`src/common/led_gpio_pkg.sv`:
```
// Constants shared by the shared LED and general-purpose pin control logic.
package led_gpio_pkg;

	// Pin counts: dual-use pins first, then LED-only pins.
	localparam int NUM_GPIO = 8;
	localparam int NUM_LAMP = 11;
	localparam int NUM_HIGH = 3;

	// Register offsets on the device register port.
	localparam logic [7:0] ADDR_PIN_DIRECTION  = 8'h70;
	localparam logic [7:0] ADDR_PIN_OUT_TYPE   = 8'h71;
	localparam logic [7:0] ADDR_PIN_IN_LEVELS  = 8'h72;
	localparam logic [7:0] ADDR_LAMP_DRIVE_LOW = 8'h73;
	localparam logic [7:0] ADDR_LAMP_DRIVE_HI  = 8'h74;

	// Reset values.
	localparam logic [7:0] RST_PIN_DIRECTION  = 8'h00;
	localparam logic [7:0] RST_PIN_OUT_TYPE   = 8'h00;
	localparam logic [7:0] RST_PIN_IN_LEVELS  = 8'h00;
	localparam logic [7:0] RST_LAMP_DRIVE_LOW = 8'h00;
	localparam logic [2:0] RST_LAMP_DRIVE_HI  = 3'h0;

	// LEDs that can never follow a touch sensor (LED8 and LED11).
	localparam logic [10:0] LAMP_NO_LINK_MASK = 11'h480;
	// Bit index of LED9, which follows LED10 into the sensor group.
	localparam int LAMP9_IDX = 8;

	// Value read from an unmapped offset.
	localparam logic [7:0] RD_UNMAPPED = 8'h00;

endpackage

```
`src/common/pin_sync_if.sv`:
```
// Interface between the pin control top and its input synchroniser.
`timescale 1ns/1ps
interface pin_sync_if;
	logic [led_gpio_pkg::NUM_GPIO-1:0] raw;    // Raw pad levels.
	logic [led_gpio_pkg::NUM_GPIO-1:0] level;  // Settled pad levels.
	logic [led_gpio_pkg::NUM_GPIO-1:0] change; // One-cycle change pulses.

	modport sync (input raw, output level, output change);
	modport user (output raw, input level, input change);
endinterface

```
`src/rtl/led_gpio_pin_control.sv`:
```
// Shared LED and general-purpose pin control with its register file.
`timescale 1ns/1ps
module led_gpio_pin_control (
	input  logic        i_core_clk,          // System clock, 125 MHz.
	input  logic        i_reset_n,           // Synchronous reset, active low.
	input  logic [7:0]  i_reg_addr,          // Register offset.
	input  logic        i_reg_wr_en,         // Write strobe, one cycle.
	input  logic [7:0]  i_reg_wr_data,       // Write data.
	input  logic        i_reg_rd_en,         // Read strobe, one cycle.
	output logic [7:0]  o_reg_rd_data,       // Read data, registered.
	output logic        o_reg_rd_valid,      // Read data valid pulse.
	input  logic [7:0]  i_pin_in,            // Pad levels of pins 8..1.
	output logic [10:0] o_pin_out,           // Pad output levels.
	output logic [10:0] o_pin_oe,            // Pad output enables.
	input  logic [10:0] i_lamp_invert_bit,   // Polarity per LED.
	input  logic [10:0] i_lamp_behave,       // Behaviour waveform per LED.
	input  logic [10:0] i_touch_link,        // Linked sensor touched.
	input  logic        i_group_touch,       // Sensor group touched.
	input  logic        i_lamp10_group_link, // LED10 linked to the group.
	output logic [10:0] o_lamp_actuated,     // Actuation to the engine.
	input  logic [7:0]  i_change_irq_en,     // Change interrupt enables.
	input  logic [7:0]  i_change_flag_clr,   // Change flag clear pulses.
	output logic [7:0]  o_pin_change_flag,   // Sticky change flags.
	output logic        o_irq_req            // Interrupt request level.
);

	localparam int NG = led_gpio_pkg::NUM_GPIO;
	localparam int NL = led_gpio_pkg::NUM_LAMP;

	logic [7:0]    pin_direction_r;
	logic [7:0]    pin_output_type_r;
	logic [7:0]    led_drive_low_group_r;
	logic [2:0]    led_drive_high_group_r;
	logic [7:0]    pin_change_flag_r;
	logic          irq_r;
	logic [7:0]    rd_data_r;
	logic          rd_valid_r;
	logic [7:0]    rd_data_nxt;
	logic [NL-1:0] pin_out_r;
	logic [NL-1:0] pin_oe_r;
	logic [NL-1:0] lamp_act_r;
	logic [NL-1:0] lamp_ctl;
	logic [NL-1:0] touch_eff;
	logic [NL-1:0] lamp_act;
	logic [NL-1:0] lamp_active;
	logic [NL-1:0] pin_en;
	logic [NL-1:0] pin_pp;
	logic [NL-1:0] pin_val;
	logic [NL-1:0] oe_nxt;
	logic [NL-1:0] out_nxt;
	logic          wr_hit_dir;
	logic          wr_hit_type;
	logic          wr_hit_low;
	logic          wr_hit_high;

	pin_sync_if sync_bus ();

	// Pad levels enter through the three-stage synchroniser.
	assign sync_bus.raw = i_pin_in;

	pin_level_sync u_sync (
		.i_core_clk (i_core_clk),
		.i_reset_n  (i_reset_n),
		.bus        (sync_bus)
	);

	// Write decode on the register port.
	assign wr_hit_dir  = i_reg_wr_en &&
		(i_reg_addr == led_gpio_pkg::ADDR_PIN_DIRECTION);
	assign wr_hit_type = i_reg_wr_en &&
		(i_reg_addr == led_gpio_pkg::ADDR_PIN_OUT_TYPE);
	assign wr_hit_low  = i_reg_wr_en &&
		(i_reg_addr == led_gpio_pkg::ADDR_LAMP_DRIVE_LOW);
	assign wr_hit_high = i_reg_wr_en &&
		(i_reg_addr == led_gpio_pkg::ADDR_LAMP_DRIVE_HI);

	// Direction register; every dual-use pin owns exactly one bit.
	always_ff @(posedge i_core_clk) begin
		if (!i_reset_n) begin
			pin_direction_r <= led_gpio_pkg::RST_PIN_DIRECTION;
		end else if (wr_hit_dir) begin
			pin_direction_r <= i_reg_wr_data;
		end
	end

	// Output type register, one bit per dual-use pin.
	always_ff @(posedge i_core_clk) begin
		if (!i_reset_n) begin
			pin_output_type_r <= led_gpio_pkg::RST_PIN_OUT_TYPE;
		end else if (wr_hit_type) begin
			pin_output_type_r <= i_reg_wr_data;
		end
	end

	// LED control bits; the high group keeps its three low bits only.
	always_ff @(posedge i_core_clk) begin
		if (!i_reset_n) begin
			led_drive_low_group_r  <= led_gpio_pkg::RST_LAMP_DRIVE_LOW;
			led_drive_high_group_r <= led_gpio_pkg::RST_LAMP_DRIVE_HI;
		end else begin
			if (wr_hit_low) begin
				led_drive_low_group_r <= i_reg_wr_data;
			end
			if (wr_hit_high) begin
				led_drive_high_group_r <= i_reg_wr_data[2:0];
			end
		end
	end

	// Read mux; the input level register and unused bits are read-only.
	always_comb begin
		unique case (i_reg_addr)
			led_gpio_pkg::ADDR_PIN_DIRECTION:  rd_data_nxt = pin_direction_r;
			led_gpio_pkg::ADDR_PIN_OUT_TYPE:   rd_data_nxt = pin_output_type_r;
			led_gpio_pkg::ADDR_PIN_IN_LEVELS:  rd_data_nxt = sync_bus.level;
			led_gpio_pkg::ADDR_LAMP_DRIVE_LOW: rd_data_nxt = led_drive_low_group_r;
			led_gpio_pkg::ADDR_LAMP_DRIVE_HI:
				rd_data_nxt = {5'h00, led_drive_high_group_r};
			default: rd_data_nxt = led_gpio_pkg::RD_UNMAPPED;
		endcase
	end

	// Read data is captured on the strobe and held; valid pulses for one cycle.
	always_ff @(posedge i_core_clk) begin
		if (!i_reset_n) begin
			rd_data_r  <= 8'h00;
			rd_valid_r <= 1'b0;
		end else begin
			rd_valid_r <= i_reg_rd_en;
			if (i_reg_rd_en) begin
				rd_data_r <= rd_data_nxt;
			end
		end
	end

	// Change flags on input pins; a new change wins over a clear.
	always_ff @(posedge i_core_clk) begin
		if (!i_reset_n) begin
			pin_change_flag_r <= 8'h00;
		end else begin
			pin_change_flag_r <= (pin_change_flag_r & ~i_change_flag_clr) |
				(sync_bus.change & ~pin_direction_r);
		end
	end

	// Interrupt request from enabled flags of input pins.
	always_ff @(posedge i_core_clk) begin
		if (!i_reset_n) begin
			irq_r <= 1'b0;
		end else begin
			irq_r <= |(pin_change_flag_r & i_change_irq_en &
				~pin_direction_r);
		end
	end

	// Actuation: control bit or linked touch; LED9 rides with LED10.
	assign lamp_ctl = {led_drive_high_group_r, led_drive_low_group_r};
	always_comb begin
		touch_eff = i_touch_link;
		touch_eff[led_gpio_pkg::LAMP9_IDX] =
			i_touch_link[led_gpio_pkg::LAMP9_IDX] |
			(i_group_touch & i_lamp10_group_link);
		touch_eff = touch_eff & ~led_gpio_pkg::LAMP_NO_LINK_MASK;
	end
	assign lamp_act    = lamp_ctl | touch_eff;
	// Idle lamps sit at logic zero; actuated ones follow the engine.
	assign lamp_active = lamp_act & i_lamp_behave;

	// Per-pin drive; LED-only pins are fixed open-drain outputs.
	genvar g;
	generate
		for (g = 0; g < NL; g++) begin : g_pin
			if (g < NG) begin : g_dual
				assign pin_en[g] = pin_direction_r[g];
				assign pin_pp[g] = pin_output_type_r[g];
			end else begin : g_lamp
				assign pin_en[g] = 1'b1;
				assign pin_pp[g] = 1'b0;
			end
			// Polarity clear inverts the lamp level onto the pin.
			assign pin_val[g] = i_lamp_invert_bit[g] ?
				lamp_active[g] : ~lamp_active[g];
			// Open drain pulls low for zero and releases for one.
			assign oe_nxt[g]  = pin_en[g] & (pin_pp[g] | ~pin_val[g]);
			assign out_nxt[g] = pin_pp[g] & pin_val[g];
		end
	endgenerate

	// Pad drive and actuation outputs are registered.
	always_ff @(posedge i_core_clk) begin
		if (!i_reset_n) begin
			pin_out_r  <= '0;
			pin_oe_r   <= '0;
			lamp_act_r <= '0;
		end else begin
			pin_out_r  <= out_nxt;
			pin_oe_r   <= oe_nxt;
			lamp_act_r <= lamp_act;
		end
	end

	assign o_reg_rd_data     = rd_data_r;
	assign o_reg_rd_valid    = rd_valid_r;
	assign o_pin_out         = pin_out_r;
	assign o_pin_oe          = pin_oe_r;
	assign o_lamp_actuated   = lamp_act_r;
	assign o_pin_change_flag = pin_change_flag_r;
	assign o_irq_req         = irq_r;
endmodule

```
`src/rtl/pin_level_sync.sv`:
```
// Three-stage synchroniser and change detector for the dual-use pad inputs.
`timescale 1ns/1ps
module pin_level_sync (
	input  logic     i_core_clk, // System clock.
	input  logic     i_reset_n,  // Synchronous reset, active low.
	pin_sync_if.sync bus         // Raw levels in, settled levels out.
);
	localparam int W = led_gpio_pkg::NUM_GPIO;

	logic [W-1:0] meta_r;
	logic [W-1:0] mid_r;
	logic [W-1:0] late_r;

	// Capture chain; the first stage is read by the second stage only.
	always_ff @(posedge i_core_clk) begin
		if (!i_reset_n) begin
			meta_r <= led_gpio_pkg::RST_PIN_IN_LEVELS;
			mid_r  <= led_gpio_pkg::RST_PIN_IN_LEVELS;
			late_r <= led_gpio_pkg::RST_PIN_IN_LEVELS;
		end else begin
			meta_r <= bus.raw;
			mid_r  <= meta_r;
			late_r <= mid_r;
		end
	end

	// Each bit settles once the second and third stages agree.
	genvar g;
	generate
		for (g = 0; g < W; g++) begin : g_bit
			logic lvl_r;
			logic chg_r;
			always_ff @(posedge i_core_clk) begin
				if (!i_reset_n) begin
					lvl_r <= 1'b0;
					chg_r <= 1'b0;
				end else begin
					chg_r <= (mid_r[g] == late_r[g]) && (late_r[g] != lvl_r);
					if (mid_r[g] == late_r[g]) begin
						lvl_r <= late_r[g];
					end
				end
			end
			assign bus.level[g]  = lvl_r;
			assign bus.change[g] = chg_r;
		end
	endgenerate
endmodule

```
`config.mk`:
```
export PLATFORM = sky130hd
export DESIGN_NAME = led_gpio_pin_control
export DESIGN_NICKNAME = d
export VERILOG_FILES = /design/src/common/led_gpio_pkg.sv /design/src/common/pin_sync_if.sv /design/src/rtl/led_gpio_pin_control.sv /design/src/rtl/pin_level_sync.sv
export SDC_FILE = /design/constraint.sdc
export NUM_CORES = 1
export LEC_CHECK = 0
export BUFFER_PORTS_ARGS = -buffer_cell sky130_fd_sc_hd__buf_2
export CORE_MARGIN = 3
export CORE_UTILIZATION = 45
export CTS_CLUSTER_DIAMETER = 120
export DETAILED_ROUTE_END_ITERATION = 8
export MAX_ROUTING_LAYER = met4
export PLACE_DENSITY = 0.71
export SKIP_LAST_GASP = 1
export SYNTH_ARGS = -nofsm -noshare
export SYNTH_HDL_FRONTEND = slang
export SYNTH_SLANG_ARGS = --single-unit
```
`constraint.sdc`:
```
create_clock -name i_core_clk -period 2.85 [get_ports i_core_clk]
set_input_delay 0.285 -clock i_core_clk [delete_from_list [all_inputs] [get_ports i_core_clk]]
set_output_delay 0.285 -clock i_core_clk [all_outputs]
set_load 0.005 [all_outputs]
```
==> impl_metrics.toml, run 1 <==
[timing]
slew-limit-headroom_pct = 45.3
setup-tns-final_ns = 0
layout_setup_ws_ns = 1.38
period_needed_ns = 1.47
hold_violations = 0
finalSetupViolCount = 0
slew_violations = 0
rsz0062_at_grt = "false"
tightest_slew_ns = 0.817
fin_skew_ns = 0.0160
max_freq_mhz = 682
period_share_pct = 51.5

[detailed_routing]
dr.pass1.iters = 4
via_count = 3503
ant_nets = 0
wl_per_cell_um = 13.9
vias_per_cell = 4.84
drtIter0Drc = 102
route.detailed.drc = 0
drt-total-wl_mm = 10.0

[global_routing]
gr-usage-met3_pct = 6.30
grt_pass1_wl_mm = 16.2
gr-usage-all-layers_pct = 19.2
met1_usage_pct = 22.3
antenna_found_initial = 0
grt_max_degree = 43
grtUsageMet2_pct = 31.4
grt_pass1_vias = 3456
top_usage_layer = "met2"
gr-total-overflow = 0

[finish]
area_delta_synth_final_pct = 31.9
layout-drive-gt1-share_pct = 29.7
final_cell_mix = "buf_2 (124), dfxtp_1 (115), nand2_1 (61)"
final_common_cell = "buf_2"
finalCoreUtilization_pct = 62.0
fillCellCount = 811
regArea_um2 = 2300
nNetsFinal = 663
stdcell_count = 724
antenna_cells = 0
multi_input_area_um2 = 1890

[synth]
async_reset_ff_share_pct = 0
ys_types = 38
synth-main-ff-cell = "dfxtp_1"
synth_top_cell_area_share_pct = 52.3
synth_cells = 442
synth_warnings = 0
netlist_area_um2 = 4400
yosys-top-cells-area = "dfxtp_1 (52%), mux2i_1 (6.1%), nand2_1 (5.2%)"
synth_area_leader_cell = "dfxtp_1"
synth-seq-area-share_pct = 52.3
syn_avg_cell_area_um2 = 9.96
synth_edf_count = 0
synth_seq_cells = 115

[clocking]
h-tree-depth = 4
ctsLongestPathBuffers = 2
cts_tree = "built"
cts-root-buf = "clkbuf_8"
clk_latency_ns = 0.52
path_clk_slew_ns = 0.05
cts_inserted_buffers = 17
cts_sinks = 115

[critical_path]
cp-end-kind = "flop"
cp-startpoint = "i_reg_addr[7]"
cp.required_ns = 3.28
rrSetupSlack_ns = 1.70
reg2reg_from = "u_sync.g_bit[3].lvl_r"
start_kind = "primary input"
crit_type = "primary input to flop"
arrival_ns = 1.89
crit_path_max_fanout = 8
rr_worst_depth = 3

[outcome]
outcome = "completed"

[hold_path]
min-delay-start = "i_touch_link[3]"
hold_depth = 3
hp-class = "primary input to flop"

[placement]
port_buffers = 124
dp_hpwl_mm = 7.07
place_inst = 679
place_ws_ns = 0.868
gp_congestion = 0.857

[die]
ios = 130
initial_core_util_pct = 47.0
core_area_um2 = 9370
dieArea_um2 = 11000
die-height_um = 105
num_rows = 35
die_width_um = 105

[pwr]
powerDensity_nw_per_um2 = 684
power.leakage_nw = 2.59
max-vdd-ir-drop_mv = 0.403

[flow_run]
maxCapViolCount = 0
## stage by stage
step | power (W) | area (µm²) | hold slack (ns)
6_report | 0.00397 | 5810 | 0.0147
5_1_grt | 0.00411 | 5810 | 0.00143
4_1_cts | 0.00400 | 5800 | 0.000330
3_5_place_dp | 0.00185 | 5060 | 0.417
3_3_place_gp | 0.00185 | 5060 | 0.414
2_1_floorplan | 0.00177 | 4410 | 0.401
## cells by family after synthesis
logic type             Yosys count  share of synthesized area (%)
buffers and inverters           38                           5.00
XOR/XNOR                        10                           1.99
AND/OR/NAND/NOR                167                           20.7
AO/OA/AOI/OAI                   73                           9.29
multiplexers                    38                           10.7
flip-flops                     115                           52.3
other                            1                         0.0851
## synthesized netlist by cell type (all sizes together) (3+ instances only)
| cell type | n |
|---|---|
| inv | 18 |
| buf | 12 |
| nor2b | 4 |
| nand2 | 61 |
| o22ai | 4 |
| xor2 | 10 |
| mux4 | 5 |
| mux2i | 27 |
| a22oi | 3 |
| clkbuf | 7 |
| and2 | 25 |
| a211oi | 4 |
| nand3b | 6 |
| and3 | 8 |
| a21oi | 39 |
| nand2b | 16 |
| nor2 | 30 |
| dfxtp | 115 |
| or2 | 8 |
| mux2 | 6 |
| o21ai | 22 |
## where the power goes
part	switching, W	total [W]	leakage [nW]	internal, W
sequential	0.0000103	0.00165	0.934	0.00164
clock	0.000691	0.00214	0.289	0.00145
combinational	0.0000935	0.000187	1.36	0.0000931
total	0.000795	0.00397	2.59	0.00318
## cell type report
class,instances,area share (%)
clock buffers,20,7.67
repair buffers,141,13.5
well taps,129,2.78
inverters,18,1.16
clock inverters,10,2.71
flip-flops and latches,115,39.6
multi-input cells,291,32.5
## per-layer routing
layer,share of wire [%],up-vias
met5,0,-
met4,0.84,0
met3,6.0,9
met2,50,104
met1,43,1623
li1,-,1767
## timing repair
item,4_1_cts,5_1_grt
endpoints found under the hold margin,14,1
setup buffers,0,0
gates resized for setup,0,0
hold buffers,14,1
## worst max-delay path, cell delays in order
cell and delay [ns]:
buf_2 0.09, and4b_1 0.49, nor4b_4 0.73, mux2i_1 0.29
## path summary, 6_finish.rpt
kind	endpoint
setup / recovery	pin_output_type_r[0]
hold / removal	o_lamp_actuated[3]
setup reg to reg	o_reg_rd_data[3]
hold reg to reg	u_sync.mid_r[2]
No activity file was read; power rests on OpenSTA's default activity.
==> run 2: changes to the inputs <==
- clock period: 2.85 -> 1.35 ns (I/O delays scaled with it)
==> impl_metrics.toml, run 2 (synthesis results as in run 1) <==
[finish]
nNetsFinal = 709
antenna_cells = 0
fillCellCount = 736
multi_input_area_um2 = 1890
final_common_cell = "buf_2"
layout-drive-gt1-share_pct = 29.7
final_cell_mix = "buf_2 (124), dfxtp_1 (114), nand2_1 (61)"
area_delta_synth_final_pct = 41.8
finalCoreUtilization_pct = 66.6
regArea_um2 = 2300

[timing]
max_freq_mhz = 876
setup-tns-final_ns = 0
fin_skew_ns = 0.00670
whs_ns = -0.0139
slew_violations = 0
period_share_pct = 84.5
hold_violations = 1
rsz0062_at_grt = "false"
finalSetupViolCount = 0
period_needed_ns = 1.14

[pwr]
power.leakage_nw = 2.79
p_sw_w = 0.00173
p_seq_share_pct = 42.3
power_frac_comb_pct = 6.1
max-vdd-ir-drop_mv = 0.775
switching_share_pct = 21.1
powerDensity_nw_per_um2 = 1320
clockPowerShare_pct = 51.6
p_int_w = 0.00648

[detailed_routing]
drtIter0Drc = 129
route.detailed.drc = 0
wl_per_cell_um = 14.3
vias_per_cell = 4.80
dr.pass1.iters = 5
via_count = 3703
ant_nets = 0
drt-total-wl_mm = 11.0

[placement]
dp_hpwl_mm = 7.46
gp_congestion = 0.844
port_buffers = 124

[die]
num_rows = 35
dieArea_um2 = 11000
die_width_um = 105
core_area_um2 = 9370
ios = 130
initial_core_util_pct = 47.0
die-height_um = 105

[global_routing]
gr-total-overflow = 0
gr-usage-all-layers_pct = 21.4
grt_pass1_wl_mm = 17.9
antenna_found_initial = 0
grt_pass1_vias = 3684
grt_max_degree = 45

[outcome]
outcome = "complete, but fails checks"
violations = "negative hold slack"

[critical_path]
cp-end-kind = "primary output"
arrival_ns = 1.01
start_kind = "flop"
crit_slowest_cell = "dfxtp_1"
crit_family = "flip-flops"
cpPeakStageDelay_ns = 0.37
crit_type = "flop to primary output"
cp.required_ns = 1.22
crit_chain = "buf_2"
crit_path_max_fanout = 3
cp_num_buf_inv = 1

[clocking]
path_clk_slew_ns = 0.05
cts_sinks = 115
cts_setup_buffers = 0
cts_tree = "built"
ctsLongestPathBuffers = 2
cts_inserted_buffers = 17
cts-root-buf = "clkbuf_8"
clk_latency_ns = 0.51
h-tree-depth = 4

[hold_path]
hp-class = "primary input to flop"

[flow_run]
maxCapViolCount = 0
-- run 2: cell types whose count changed in the layout (fill, tap and decap cells not counted), moves of 2 or more --
cell	before	now
buf_4	2	11
dlygate4sd3_1	15	49
buf_12	0	3
clkinv_2	3	6
bufinv_16	4	2
clkinvlp_4	3	1
-- run 2: per-layer routing --
layer / up-vias / wire length [µm] / GRT usage, % / share of wire, %
met5: - / 0 / - / 0
met1: 1697 / 4710 / 24.6 / 43
met4: 0 / 202 / 8.25 / 1.8
met3: 21 / 546 / 5.74 / 5.0
li1: 1867 / - / - / -
met2: 118 / 5570 / 35.7 / 50
-- run 2: area by class of cell --
class	instances	share of cell area, %
clock inverter	10	1.70
tap	129	2.58
timing repair buffer	187	20.1
inverter	18	1.08
multi-input combinational	291	30.3
clock buffer	22	7.41
sequential	115	36.9
-- run 2: path summary, 6_finish.rpt --
| kind | startpoint | endpoint | slack (ns) | depth (start not counted) |
|---|---|---|---|---|
| setup / recovery | o_pin_change_flag[2] | o_pin_change_flag[2] | 0.21 | 1 |
| hold reg to reg | u_sync.meta_r[0] | u_sync.mid_r[0] | 0.43 | 1 |
| hold / removal | i_lamp_behave[10] | o_pin_oe[10] | -0.01 | 4 |
| setup reg to reg | pin_direction_r[6] | o_reg_rd_data[6] | 0.21 | 3 |
-- run 2: through the flow --
step / cell area (µm²) / worst slack [ns] / std cells / hold WS (ns) / total power [W]
CTS: 6250 / 0.0427 / 773 / 0.0101 / 0.00828
detailed placement: 5180 / 0.00554 / 691 / 0.343 / 0.00394
global placement: 5180 / 0.0378 / 691 / 0.339 / 0.00392
finish: 6240 / 0.209 / 772 / -0.0139 / 0.00822
global route: 6240 / 0.158 / 772 / 0.0163 / 0.00850
floorplan: 4410 / 0.254 / 444 / 0.251 / 0.00374
-- run 2: power groups by stage --
| stage | logic [W] | clock network [W] | registers (W) |
|---|---|---|---|
| 3_3_place_gp | 0.000380 | 0 | 0.00354 |
| 2_1_floorplan | 0.000197 | 0 | 0.00355 |
| 3_5_place_dp | 0.000388 | 0 | 0.00355 |
| 6_report | 0.000504 | 0.00424 | 0.00348 |
| 5_1_grt | 0.000554 | 0.00447 | 0.00348 |
| 4_1_cts | 0.000502 | 0.00430 | 0.00348 |
-- run 2: timing repair --
action | CTS | global route
endpoints found under the setup margin | 0 | 1
hold buffers | 50 | 0
resized for setup | 0 | 1
endpoints found under the hold margin | 70 | 0
